**config.mk**
```make
export PLATFORM = sky130hd
export DESIGN_NAME = fault_value_recorder
export DESIGN_NICKNAME = d
export VERILOG_FILES = /design/src/inc/fvr_pkg.sv /design/src/verilog/fault_value_recorder.sv
export SDC_FILE = /design/constraint.sdc
export NUM_CORES = 1
export LEC_CHECK = 0
export BUFFER_PORTS_ARGS = -buffer_cell sky130_fd_sc_hd__buf_2
export CAP_MARGIN = 40
export CORE_UTILIZATION = 24
export CTS_CLUSTER_SIZE = 12
export DETAILED_ROUTE_END_ITERATION = 12
export MAX_ROUTING_LAYER = met4
export PLACE_DENSITY = 0.44
export REMOVE_ABC_BUFFERS = 1
export SYNTH_ARGS = -nofsm -noshare
export SYNTH_HDL_FRONTEND = slang
export SYNTH_HIERARCHICAL = 1
export SYNTH_SLANG_ARGS = --single-unit
export TNS_END_PERCENT = 10
```
**constraint.sdc**
```tcl
create_clock -name ref_clk -period 4.2 [get_ports ref_clk]
set_input_delay 0.21 -clock ref_clk [delete_from_list [all_inputs] [get_ports ref_clk]]
set_output_delay 0.21 -clock ref_clk [all_outputs]
set_load 0.05 [all_outputs]
```
**src/inc/fvr_pkg.sv**
```systemverilog
// Behaviour
// - Record L1 current on any overcurrent start/operate
// - New record shifts history, oldest entry dropped
// - Newest in main, four older in subregisters
// - Start without operate keeps peak L1 current
// - Operate stores current at operate instant
// - L2 and L3 stacks at addresses 2, 3
// - Register 4 holds low-set start duration percent
// - Low-set start pushes new duration entry
// - Operated stage duration reads exactly 100
// - Low-set starts counted in subregister 5
// - Register 5 holds high-set duration, same rules
// - High-set starts counted in own subregister 5
// - Register 6 records residual current, five deep
// - Residual peak on start, instant value on operate
// - Display shows address digit and value digits
// - Full reset clears every recorded register
package fvr_pkg;

  localparam int VAL_W = 10;          // Three decimal digits, 0..999
  localparam int DEPTH = 5;           // Main register plus four subregisters
  localparam int CNT_W = 8;
  localparam int ADDR_W = 4;
  localparam int SUB_W = 3;

  localparam logic [CNT_W-1:0]  CNT_MAX     = 8'hff;
  localparam logic [CNT_W-1:0]  CNT_ONE     = 8'h01;
  localparam logic [VAL_W-1:0]  PCT_OPERATE = 10'h064;  // 100 percent

  // Display register addresses
  localparam logic [ADDR_W-1:0] ADDR_L1   = 4'h1;
  localparam logic [ADDR_W-1:0] ADDR_L2   = 4'h2;
  localparam logic [ADDR_W-1:0] ADDR_L3   = 4'h3;
  localparam logic [ADDR_W-1:0] ADDR_LOW  = 4'h4;
  localparam logic [ADDR_W-1:0] ADDR_HIGH = 4'h5;
  localparam logic [ADDR_W-1:0] ADDR_RES  = 4'h6;

  // Subregister 5 holds the start counter
  localparam logic [SUB_W-1:0]  SUB_COUNT = 3'h5;

  // Stage index within the overcurrent group
  localparam int IDX_LOW  = 0;
  localparam int IDX_HIGH = 1;

  typedef struct packed {
    logic [2:0] oc_start;   // Low, high, instantaneous overcurrent
    logic [2:0] oc_oper;
    logic [1:0] ef_start;   // low_set_earth_fault_stage, high_set_...
    logic [1:0] ef_oper;
  } stage_bus_type;

  typedef struct packed {
    logic [VAL_W-1:0] il1;
    logic [VAL_W-1:0] il2;
    logic [VAL_W-1:0] il3;
    logic [VAL_W-1:0] i0;
  } currents_type;

  typedef struct packed {
    logic [ADDR_W-1:0] addr;
    logic [VAL_W-1:0]  value;
  } display_type;

endpackage

```
**src/verilog/fault_value_recorder.sv**
```systemverilog
`timescale 1ns/1ps
`default_nettype none

// One five-deep history with peak tracking and operate capture
module fault_stack #(
  parameter int W     = 10,
  parameter int DEPTH = 5
) (
  input  wire logic                  ref_clk,
  input  wire logic                  rst_b,
  input  wire logic                  clear,
  input  wire logic                  active,
  input  wire logic                  operate,
  input  wire logic [W-1:0]          sample,
  input  wire logic [W-1:0]          op_sample,
  output logic      [DEPTH-1:0][W-1:0] entries
);

  logic [DEPTH-1:0][W-1:0] entries_reg;
  logic [DEPTH-1:0][W-1:0] entries_next;
  logic                    active_reg;
  logic                    active_next;
  logic                    frozen_reg;
  logic                    frozen_next;

  // Next state of the history
  always_comb begin
    entries_next = entries_reg;
    frozen_next  = frozen_reg;
    active_next  = active;
    if (clear) begin
      entries_next = '0;
      frozen_next  = 1'b0;
      active_next  = 1'b0;
    end else if (active && !active_reg) begin
      // New fault: shift deeper, oldest falls off
      entries_next[DEPTH-1:1] = entries_reg[DEPTH-2:0];
      entries_next[0] = operate ? op_sample : sample;
      frozen_next = operate;
    end else if (active && operate && !frozen_reg) begin
      entries_next[0] = op_sample;
      frozen_next = 1'b1;
    end else if (active && !frozen_reg && sample > entries_reg[0]) begin
      entries_next[0] = sample;
    end
    if (!active) begin
      frozen_next = 1'b0;
    end
  end

  // Register the history
  always_ff @(posedge ref_clk or negedge rst_b) begin
    if (!rst_b) begin
      entries_reg <= '0;
      active_reg  <= 1'b0;
      frozen_reg  <= 1'b0;
    end else begin
      entries_reg <= entries_next;
      active_reg  <= active_next;
      frozen_reg  <= frozen_next;
    end
  end

  assign entries = entries_reg;

  a_push_shift: assert property (
    @(posedge ref_clk) disable iff (!rst_b)
    (!clear && active && !active_reg)
      |=> (entries_reg[1] == $past(entries_reg[0])) &&
          (entries_reg[DEPTH-1] == $past(entries_reg[DEPTH-2])))
    else $error("history did not shift on new fault");
  a_operate_capture: assert property (
    @(posedge ref_clk) disable iff (!rst_b)
    (!clear && active && operate && !frozen_reg)
      |=> entries_reg[0] == $past(op_sample))
    else $error("operate value not captured");
  a_peak_track: assert property (
    @(posedge ref_clk) disable iff (!rst_b)
    (!clear && active && active_reg && !frozen_reg && !operate)
      |=> (entries_reg[0] >= $past(sample)) &&
          (entries_reg[0] >= $past(entries_reg[0])))
    else $error("peak value not held during start");
  a_single_entry: assert property (
    @(posedge ref_clk) disable iff (!rst_b)
    (!clear && active && active_reg)
      |=> entries_reg[1] == $past(entries_reg[1]))
    else $error("extra entry pushed within one fault");
  a_frozen_hold: assert property (
    @(posedge ref_clk) disable iff (!rst_b)
    (!clear && frozen_reg && active && active_reg)
      |=> entries_reg[0] == $past(entries_reg[0]))
    else $error("operate value overwritten after operation");
  a_clear_all: assert property (
    @(posedge ref_clk) disable iff (!rst_b)
    clear |=> entries_reg == '0)
    else $error("history not cleared");

endmodule // fault_stack

// Fault recorder: current and duration histories, counters, display
module fault_value_recorder #(
  parameter int VAL_W = fvr_pkg::VAL_W,
  parameter int DEPTH = fvr_pkg::DEPTH,
  parameter int CNT_W = fvr_pkg::CNT_W
) (
  input  wire logic                          ref_clk,
  input  wire logic                          rst_b,
  input  wire fvr_pkg::stage_bus_type        stages,
  input  wire fvr_pkg::currents_type         currents,
  input  wire logic [VAL_W-1:0]              low_dur_pct,
  input  wire logic [VAL_W-1:0]              high_dur_pct,
  input  wire logic                          reset_ctrl_pin,
  input  wire logic                          full_reset_select_switch,
  input  wire logic [fvr_pkg::ADDR_W-1:0]    disp_addr_sel,
  input  wire logic [fvr_pkg::SUB_W-1:0]     disp_sub_sel,
  output fvr_pkg::display_type               display,
  output logic                               records_cleared
);

  // Pin synchroniser for the external reset control
  logic reset_meta_reg;
  logic reset_sync_reg;

  always_ff @(posedge ref_clk or negedge rst_b) begin
    if (!rst_b) begin
      reset_meta_reg <= 1'b0;
      reset_sync_reg <= 1'b0;
    end else begin
      reset_meta_reg <= reset_ctrl_pin;
      reset_sync_reg <= reset_meta_reg;
    end
  end

  logic clear;
  assign clear = reset_sync_reg & full_reset_select_switch;

  // Group activity of the stage families
  logic oc_active;
  logic oc_oper;
  logic ef_active;
  logic ef_oper;
  logic low_active;
  logic high_active;

  assign oc_active   = |stages.oc_start | |stages.oc_oper;
  assign oc_oper     = |stages.oc_oper;
  assign ef_active   = |stages.ef_start | |stages.ef_oper;
  assign ef_oper     = |stages.ef_oper;
  assign low_active  = stages.oc_start[fvr_pkg::IDX_LOW] |
                       stages.oc_oper[fvr_pkg::IDX_LOW];
  assign high_active = stages.oc_start[fvr_pkg::IDX_HIGH] |
                       stages.oc_oper[fvr_pkg::IDX_HIGH];

  logic [DEPTH-1:0][VAL_W-1:0] l1_hist;
  logic [DEPTH-1:0][VAL_W-1:0] l2_hist;
  logic [DEPTH-1:0][VAL_W-1:0] l3_hist;
  logic [DEPTH-1:0][VAL_W-1:0] low_hist;
  logic [DEPTH-1:0][VAL_W-1:0] high_hist;
  logic [DEPTH-1:0][VAL_W-1:0] res_hist;

  // Phase current histories, one per phase
  fault_stack #(.W(VAL_W), .DEPTH(DEPTH)) l1_stack (
    .ref_clk   (ref_clk), .rst_b (rst_b),
    .clear     (clear),
    .active    (oc_active),
    .operate   (oc_oper),
    .sample    (currents.il1),
    .op_sample (currents.il1),
    .entries   (l1_hist)
  );

  fault_stack #(.W(VAL_W), .DEPTH(DEPTH)) l2_stack (
    .ref_clk   (ref_clk), .rst_b (rst_b),
    .clear     (clear),
    .active    (oc_active),
    .operate   (oc_oper),
    .sample    (currents.il2),
    .op_sample (currents.il2),
    .entries   (l2_hist)
  );

  fault_stack #(.W(VAL_W), .DEPTH(DEPTH)) l3_stack (
    .ref_clk   (ref_clk), .rst_b (rst_b),
    .clear     (clear),
    .active    (oc_active),
    .operate   (oc_oper),
    .sample    (currents.il3),
    .op_sample (currents.il3),
    .entries   (l3_hist)
  );

  // Start durations; operation pins the entry at 100 percent
  fault_stack #(.W(VAL_W), .DEPTH(DEPTH)) low_stack (
    .ref_clk   (ref_clk), .rst_b (rst_b),
    .clear     (clear),
    .active    (low_active),
    .operate   (stages.oc_oper[fvr_pkg::IDX_LOW]),
    .sample    (low_dur_pct),
    .op_sample (fvr_pkg::PCT_OPERATE),
    .entries   (low_hist)
  );

  fault_stack #(.W(VAL_W), .DEPTH(DEPTH)) high_stack (
    .ref_clk   (ref_clk), .rst_b (rst_b),
    .clear     (clear),
    .active    (high_active),
    .operate   (stages.oc_oper[fvr_pkg::IDX_HIGH]),
    .sample    (high_dur_pct),
    .op_sample (fvr_pkg::PCT_OPERATE),
    .entries   (high_hist)
  );

  // Residual current history
  fault_stack #(.W(VAL_W), .DEPTH(DEPTH)) res_stack (
    .ref_clk   (ref_clk), .rst_b (rst_b),
    .clear     (clear),
    .active    (ef_active),
    .operate   (ef_oper),
    .sample    (currents.i0),
    .op_sample (currents.i0),
    .entries   (res_hist)
  );

  // Start counters with edge detection
  logic             low_prev_reg;
  logic             low_prev_next;
  logic             high_prev_reg;
  logic             high_prev_next;
  logic [CNT_W-1:0] low_cnt_reg;
  logic [CNT_W-1:0] low_cnt_next;
  logic [CNT_W-1:0] high_cnt_reg;
  logic [CNT_W-1:0] high_cnt_next;
  logic             low_edge;
  logic             high_edge;

  assign low_edge  = low_active & ~low_prev_reg;
  assign high_edge = high_active & ~high_prev_reg;

  always_comb begin
    low_prev_next  = low_active;
    high_prev_next = high_active;
    low_cnt_next   = low_cnt_reg;
    high_cnt_next  = high_cnt_reg;
    if (clear) begin
      low_cnt_next   = '0;
      high_cnt_next  = '0;
      low_prev_next  = 1'b0;
      high_prev_next = 1'b0;
    end else begin
      if (low_edge && low_cnt_reg != fvr_pkg::CNT_MAX) begin
        low_cnt_next = low_cnt_reg + fvr_pkg::CNT_ONE;
      end
      if (high_edge && high_cnt_reg != fvr_pkg::CNT_MAX) begin
        high_cnt_next = high_cnt_reg + fvr_pkg::CNT_ONE;
      end
    end
  end

  always_ff @(posedge ref_clk or negedge rst_b) begin
    if (!rst_b) begin
      low_prev_reg  <= 1'b0;
      high_prev_reg <= 1'b0;
      low_cnt_reg   <= '0;
      high_cnt_reg  <= '0;
    end else begin
      low_prev_reg  <= low_prev_next;
      high_prev_reg <= high_prev_next;
      low_cnt_reg   <= low_cnt_next;
      high_cnt_reg  <= high_cnt_next;
    end
  end

  a_count_step: assert property (
    @(posedge ref_clk) disable iff (!rst_b)
    (!clear && low_edge && low_cnt_reg != fvr_pkg::CNT_MAX)
      |=> low_cnt_reg == $past(low_cnt_reg) + fvr_pkg::CNT_ONE)
    else $error("low-set start not counted");
  a_count_saturate: assert property (
    @(posedge ref_clk) disable iff (!rst_b)
    !clear |=> (low_cnt_reg >= $past(low_cnt_reg)) &&
               (high_cnt_reg >= $past(high_cnt_reg)))
    else $error("start counter wrapped");

  // Display selection: address digit plus value digits
  fvr_pkg::display_type display_reg;
  fvr_pkg::display_type display_next;
  logic                 cleared_reg;
  logic                 cleared_next;
  logic                 sub_ok;
  logic                 sub_cnt;

  assign sub_ok  = disp_sub_sel < fvr_pkg::SUB_W'(DEPTH);
  assign sub_cnt = disp_sub_sel == fvr_pkg::SUB_COUNT;

  always_comb begin
    display_next.addr  = disp_addr_sel;
    display_next.value = '0;
    cleared_next       = clear;
    if (sub_ok) begin
      unique case (disp_addr_sel)
        fvr_pkg::ADDR_L1:   display_next.value = l1_hist[disp_sub_sel];
        fvr_pkg::ADDR_L2:   display_next.value = l2_hist[disp_sub_sel];
        fvr_pkg::ADDR_L3:   display_next.value = l3_hist[disp_sub_sel];
        fvr_pkg::ADDR_LOW:  display_next.value = low_hist[disp_sub_sel];
        fvr_pkg::ADDR_HIGH: display_next.value = high_hist[disp_sub_sel];
        fvr_pkg::ADDR_RES:  display_next.value = res_hist[disp_sub_sel];
        default:            display_next.value = '0;
      endcase
    end else if (sub_cnt && disp_addr_sel == fvr_pkg::ADDR_LOW) begin
      display_next.value = VAL_W'(low_cnt_reg);
    end else if (sub_cnt && disp_addr_sel == fvr_pkg::ADDR_HIGH) begin
      display_next.value = VAL_W'(high_cnt_reg);
    end
  end

  always_ff @(posedge ref_clk or negedge rst_b) begin
    if (!rst_b) begin
      display_reg <= '0;
      cleared_reg <= 1'b0;
    end else begin
      display_reg <= display_next;
      cleared_reg <= cleared_next;
    end
  end

  assign display         = display_reg;
  assign records_cleared = cleared_reg;

  a_display_addr: assert property (
    @(posedge ref_clk) disable iff (!rst_b)
    1'b1 |=> display_reg.addr == $past(disp_addr_sel))
    else $error("display address digit wrong");
  a_full_reset: assert property (
    @(posedge ref_clk) disable iff (!rst_b)
    clear |=> (low_cnt_reg == '0) && (high_cnt_reg == '0) && cleared_reg)
    else $error("counters not cleared by full reset");

endmodule // fault_value_recorder

`default_nettype wire

```
== Word level (Yosys, flattened, before mapping) ==
Index checks and enable logic that the tools add are counted.

* Flip-flop bits (word level): 343
* Input port bits: 81
* Output and inout bits: 15
* Logic and storage cells: 217

* Add/subtract/negate cells: 2
* $lt $le $gt $ge: 8
* Equality and inequality tests: 15
* Mux-type cells: 80
* Bitwise gates (word level): 9
* Reduce and logical (&&, ||, !) cells: 56

{| class="wikitable"
|+ Operator list
! kind !! count
|-
| 2-to-1 mux 50 bit || 6
|-
| 2-to-1 mux 10 bit || 27
|-
| 2-to-1 mux 40 bit || 6
|-
| binary-select mux 10 bit (select 3 bit) || 6
|-
| greater-than comparator 10 bit || 6
|-
| one-hot mux 10 bit (6 select lines) || 1
|-
| 2-to-1 mux 8 bit || 6
|-
| logical AND 1 bit || 30
|-
| 2-to-1 mux 1 bit || 28
|-
| nonzero test 4 bit || 6
|-
| adder 8 x 1 -> 8 bit, second input constant || 2
|-
| != test 8 bit, second input constant || 2
|-
| equality test 4 x 3 -> 1 bit, second input constant || 3
|-
| nonzero test 2 bit || 6
|-
| zero test 1 bit || 10
|-
| equality test 4 x 2 -> 1 bit, second input constant || 2
|-
| != test 4 x 1 -> 1 bit, second input constant || 2
|-
| != test 4 x 3 -> 1 bit, second input constant || 2
|-
| != test 4 bit, second input constant || 2
|-
| OR reduction 3 bit || 2
|-
| equality test 4 x 1 -> 1 bit, second input constant || 1
|-
| less-than comparator 3 x 4 -> 1 bit, second input constant || 1
|-
| bitwise OR 1 bit || 4
|-
| OR reduction 2 bit || 2
|-
| 4 further kinds || 7
|}

== Logic depth before layout (Yosys ltp) ==
* Word-level depth: 8
* Mapped depth: 8
* Depth with buffers taken out: 7

== Modules after synthesis ==
Netlist, hierarchy kept.

{| class="wikitable"
|+ By module, submodules not included
! module !! instances !! cells each !! area each (µm²) !! sequential area each (µm²)
|-
| fault_stack (high_stack ...) || 5 || 264 || 2517.4 || 1301.2
|-
| fault_value_recorder || 1 || 375 || 4166.5 || 875.8
|-
| fault_stack (res_stack) || 1 || 264 || 2507.4 || 1301.2
|}

== Worst setup path after synthesis ==
OpenSTA, ideal clock, no wires.

* Kind: register to register
* Start: register reset_sync_reg
* End: register l1_stack.entries_reg (netlist bit l1_stack/entries[0])
* Library setup time: 0.125 ns
* Data arrival time: 2.507 ns
* Data required time: 4.075 ns
* Setup slack: 1.568 ns
* Cell stages (with the launch flop): 7
* Buffers on the path: 2
* Period minus slack after synthesis: 2.632 ns
* Cell sequence: dfrtp_1 -> and2_1 -> clkbuf_1 -> clkbuf_1 -> a21oi_1 -> o21ai_4 -> mux2_4

* Longest elaborated chain between the ends: 2
* Elaborated cells between the ends (all ways): 3
* Those cells by class: mux (1); bitwise (1); reduce/logical (1)

{| class="wikitable"
|+ Ends and longest elaborated chain
! what !! line !! RTL
|-
| from (decl) || fault_value_recorder.sv:122 || <nowiki>logic reset_sync_reg;</nowiki>
|-
| from (signal assigned) || fault_value_recorder.sv:130 || <nowiki>reset_sync_reg <= reset_meta_reg;</nowiki>
|-
| AND 1 bit * || fault_value_recorder.sv:135 || <nowiki>assign clear = reset_sync_reg & full_reset_select_switch;</nowiki>
|-
| net clear || fault_value_recorder.sv:134 || <nowiki>logic clear;</nowiki>
|-
| nonzero test 4 bit (no line) or 2-to-1 mux 50 bit (tied branches) || n/a ||
|-
| to (signal assigned) || fault_value_recorder.sv:58 || <nowiki>entries_reg <= entries_next;</nowiki>
|-
| to (decl) || fault_value_recorder.sv:19 || <nowiki>logic [DEPTH-1:0][W-1:0] entries_reg;</nowiki>
|}

The timed path passes the listed nets; every way through them passes the cells marked *.
A chain may end at the register's enable or synchronous reset.

== Worst setup path after layout ==
* Start: input stages[4] (netlist bit)
* End: register l3_stack.entries_reg (netlist bit l3_stack/entries[28])

* Longest elaborated chain between the ends: 4

{| class="wikitable"
|+ Ends and longest elaborated chain
! what !! line !! RTL
|-
| from (decl) || fault_value_recorder.sv:108 || <nowiki>input wire fvr_pkg::stage_bus_type stages,</nowiki>
|-
| OR reduction 3 bit || n/a ||
|-
| net oc_oper || fault_value_recorder.sv:139 || <nowiki>logic oc_oper;</nowiki>
|-
| bitwise OR 1 bit || fault_value_recorder.sv:145 || <nowiki>assign oc_active = |stages.oc_start | |stages.oc_oper;</nowiki>
|-
| net oc_active || fault_value_recorder.sv:138 || <nowiki>logic oc_active;</nowiki>
|-
| logical AND 1 bit || fault_value_recorder.sv:35 || <nowiki>end else if (active && !active_reg) begin</nowiki>
|-
| nonzero test 2 bit (no line) || n/a ||
|-
| to (signal assigned) || fault_value_recorder.sv:58 ||
|-
| to (decl) || fault_value_recorder.sv:19 ||
|}

The timed path passes the listed nets, and every way through them passes these cells.

==> results.ini <==
[job]
drv_cap=0

[synthesis]
yosysWarnings=6
async_reset_ff_share_pct=100.0
synthFlopType=dfrtp_1
ys_types=62
ys_ff_latch=347
syn-mean-instance-area_um2=9.832
synth.cell_area_um2=19260
synthCells=1959
synth-edff-count=0
synth_seq_area_share_pct=45.08

[placement]
place_congestion=0.8698
placed_cell_area_um2=20950
hpwl_um=39140
numPortBuffers=95
placed_cells=3037

[cells_and_area]
layout.nets=2190
drive_gt1_share_pct=17.23
stdcell_area_um2=22620
syn_to_final_growth_pct=17.44
final_cells=3139

[timing]
final_max_slew_viol_count=0
post-route-min-period_ns=3.124
rsz0062_at_grt=false
finClkSkew_ns=0.02247
fin_crit_sh_pct=74.37
fmax_ghz=0.3201
hold_viol=0
max-slew-margin-rel_pct=40.73
worstMarginPinSlew_ns=0.8891
setup_viol=0

[critical_path]
endpoint_kind=flop
cp_cell_sequence=dlygate4sd3_1, buf_2, or3_1, or4_1, nand2b_1, buf_4, nand2_1, a21oi_1
timing.rr.end=l2_stack/entries[6]
slowest_stage=or4_1
reg2regPathDepth=7
crit_type=input pin to flop
cp-start-kind=input pin
cpPeakStageDelay_ns=0.92
timing.rr.start=l2_stack/entries[9]
crit_fanout=20
cp_data_arrival_time_ns=3.63
required_ns=4.70
r2r_slack_ns=1.86

[clock_tree]
cts_tree=yes
clockBufferDepth=3
cts_setup_buffers=0
clock_latency_ns=0.58
cts_buffers=44
clkTransAtPathRegs_ns=0.06
cts-resized-gates=0
htreeDepth=2
clock-sinks=347
clock-root-buffer=clkbuf_16

[die]
num_rows=103
core_area_um2=79260
io_pins=96
die_w_um=285.3
initial_core_util_pct=24.30
dieArea_um2=81390
die_h_um=285.3

[grt]
grt_pass1_wl_um=89610
gr-usage-met2_pct=22.58
grt_overflow=0
grt_pass1_vias=14580
met3_usage_pct=2.184
busiest_layer=met2
met1_usage_pct=19.58
grtUsageTotal_pct=14.54
antenna_found_initial=5
grt_max_degree=110

[hold_path]
hold_path.class=input pin to flop
holdCritStartpoint=stages[5]
hold_depth=3
hold_end=high_stack/frozen_reg

[detailed_routing]
drt-total-wl_um=57380
dr.pass1.iters=5
via_per_inst=4.653
drcViolationCount=0
num_vias=14610
drt.antenna.violating_nets=0
drt-initial-drc-count=1045
wl_per_cell_um=18.28

[pwr]
power_density_nw_per_um2=434.8
total_power_mw=9.834
peakVddDrop_mv=0.2913
p_leak_nw=10.07

[run_status]
status=complete, no violations

-- stage by stage --
step           setup slack (ns)  hold slack, ns  TNS (ns)  util, %
2_1_floorplan            -2.915        -0.08559   -692.86        -
4_1_cts                   1.053       0.0004731         0    28.52
5_1_grt                  0.8858         0.03844         0    28.54
3_3_place_gp              1.060          0.2453         0    26.40
3_5_place_dp             0.9689          0.2503         0    26.44
6_report                  1.076         0.03054         0    28.54
-- repair_timing --
action | in CTS | in global routing
hold buffers | 14 | 0
endpoints found under the hold margin | 77 | 0
endpoints found under the setup margin | 0 | 0
-- critical path: cells and delay by family --
family	cells	cell delay, ns
and+or+nand+nor	4	2.19
buffers and inverters	3	1.04
AOI/OAI and AO/OA	1	0.16
-- routing by layer --
metal	vias to the layer above	wire, um	part of all wire (%)
met3	85	2670	4.7
met1	7214	26570	46
met2	324	26770	47
met4	0	1367	2.4
met5	-	0	0
li1	6984	-	-
-- power by group --
group | total (mW) | internal, mW | switching, mW
Sequential | 4.04 | 3.68 | 0.353
Combinational | 1.86 | 0.830 | 1.03
Clock | 3.93 | 2.34 | 1.59
Total | 9.83 | 6.86 | 2.98
-- cells in the mapped netlist (6+ instances only) --
cell type,n,area share [%]
a2111oi_4,6,0.86
a211oi_2,7,0.45
a21oi_1,279,7.2
a22o_1,18,0.82
a22oi_1,45,1.8
buf_1,16,0.31
buf_2,16,0.42
buf_4,7,0.27
clkbuf_1,75,1.5
dfrtp_1,347,45
ha_1,62,4.0
inv_1,87,1.7
mux2_4,62,4.8
mux2i_1,99,5.1
mux4_1,19,2.6
mux4_2,19,2.2
nand2_1,513,10
nand2b_1,7,0.23
nand3_1,7,0.18
nand4_1,10,0.32
nand4_2,6,0.39
nor2_1,89,1.7
nor2b_1,25,0.81
o21ai_0,12,0.31
o21ai_2,7,0.32
o21ai_4,6,0.51
o221ai_1,18,0.82
o32ai_1,8,0.36
xor2_1,10,0.45
-- final cells by class --
cell class,instances,area (um^2)
diodes,6,15.01
clock buffers,63,1294
clock inverters,19,216.5
fillers,8266,56640
inverters,87,326.6
multi-input cells,1424,9804
flip-flops and latches,347,8683
well taps,1050,1314
repair buffers,143,965.9
-- worst max path at each step --
stage | from | end | slack (ns) | cells past startpoint
finish | stages[4] | l3_stack/entries[28] | 1.08 | 8
global route | stages[4] | l2_stack/entries[18] | 0.89 | 8
CTS | stages[4] | l3_stack/entries[28] | 1.05 | 8
detailed placement | stages[5] | l3_stack/entries[35] | 0.97 | 7
global placement | stages[5] | l3_stack/entries[43] | 1.06 | 7
floorplan | reset_sync_reg | l1_stack/entries[0] | -2.92 | 4
-- cells in the final DEF (no fill, tap or decap), types with 20 or more instances in the layout --
cell type and count:
inv_1 87, buf_2 93, buf_4 29, nand2_1 513, a22oi_1 45, conb_1 20, dfrtp_1 347, a21oi_1 279
clkbuf_16 45, ha_1 62, mux2_4 62, nor2_1 89, mux2i_1 99
-- cells by family after synthesis --
| group | Yosys count | synth area share [%] |
|---|---|---|
| AO/OA/AOI/OAI | 436 | 15.22 |
| flip-flops | 347 | 45.08 |
| other | 2 | 0.03899 |
| adder cells (fa/ha/maj) | 62 | 4.028 |
| buffers and inverters | 206 | 4.554 |
| AND/OR/NAND/NOR | 688 | 15.36 |
| multiplexers | 204 | 15.08 |
| XOR/XNOR | 14 | 0.6366 |
Power figures use the tool's default switching activity.
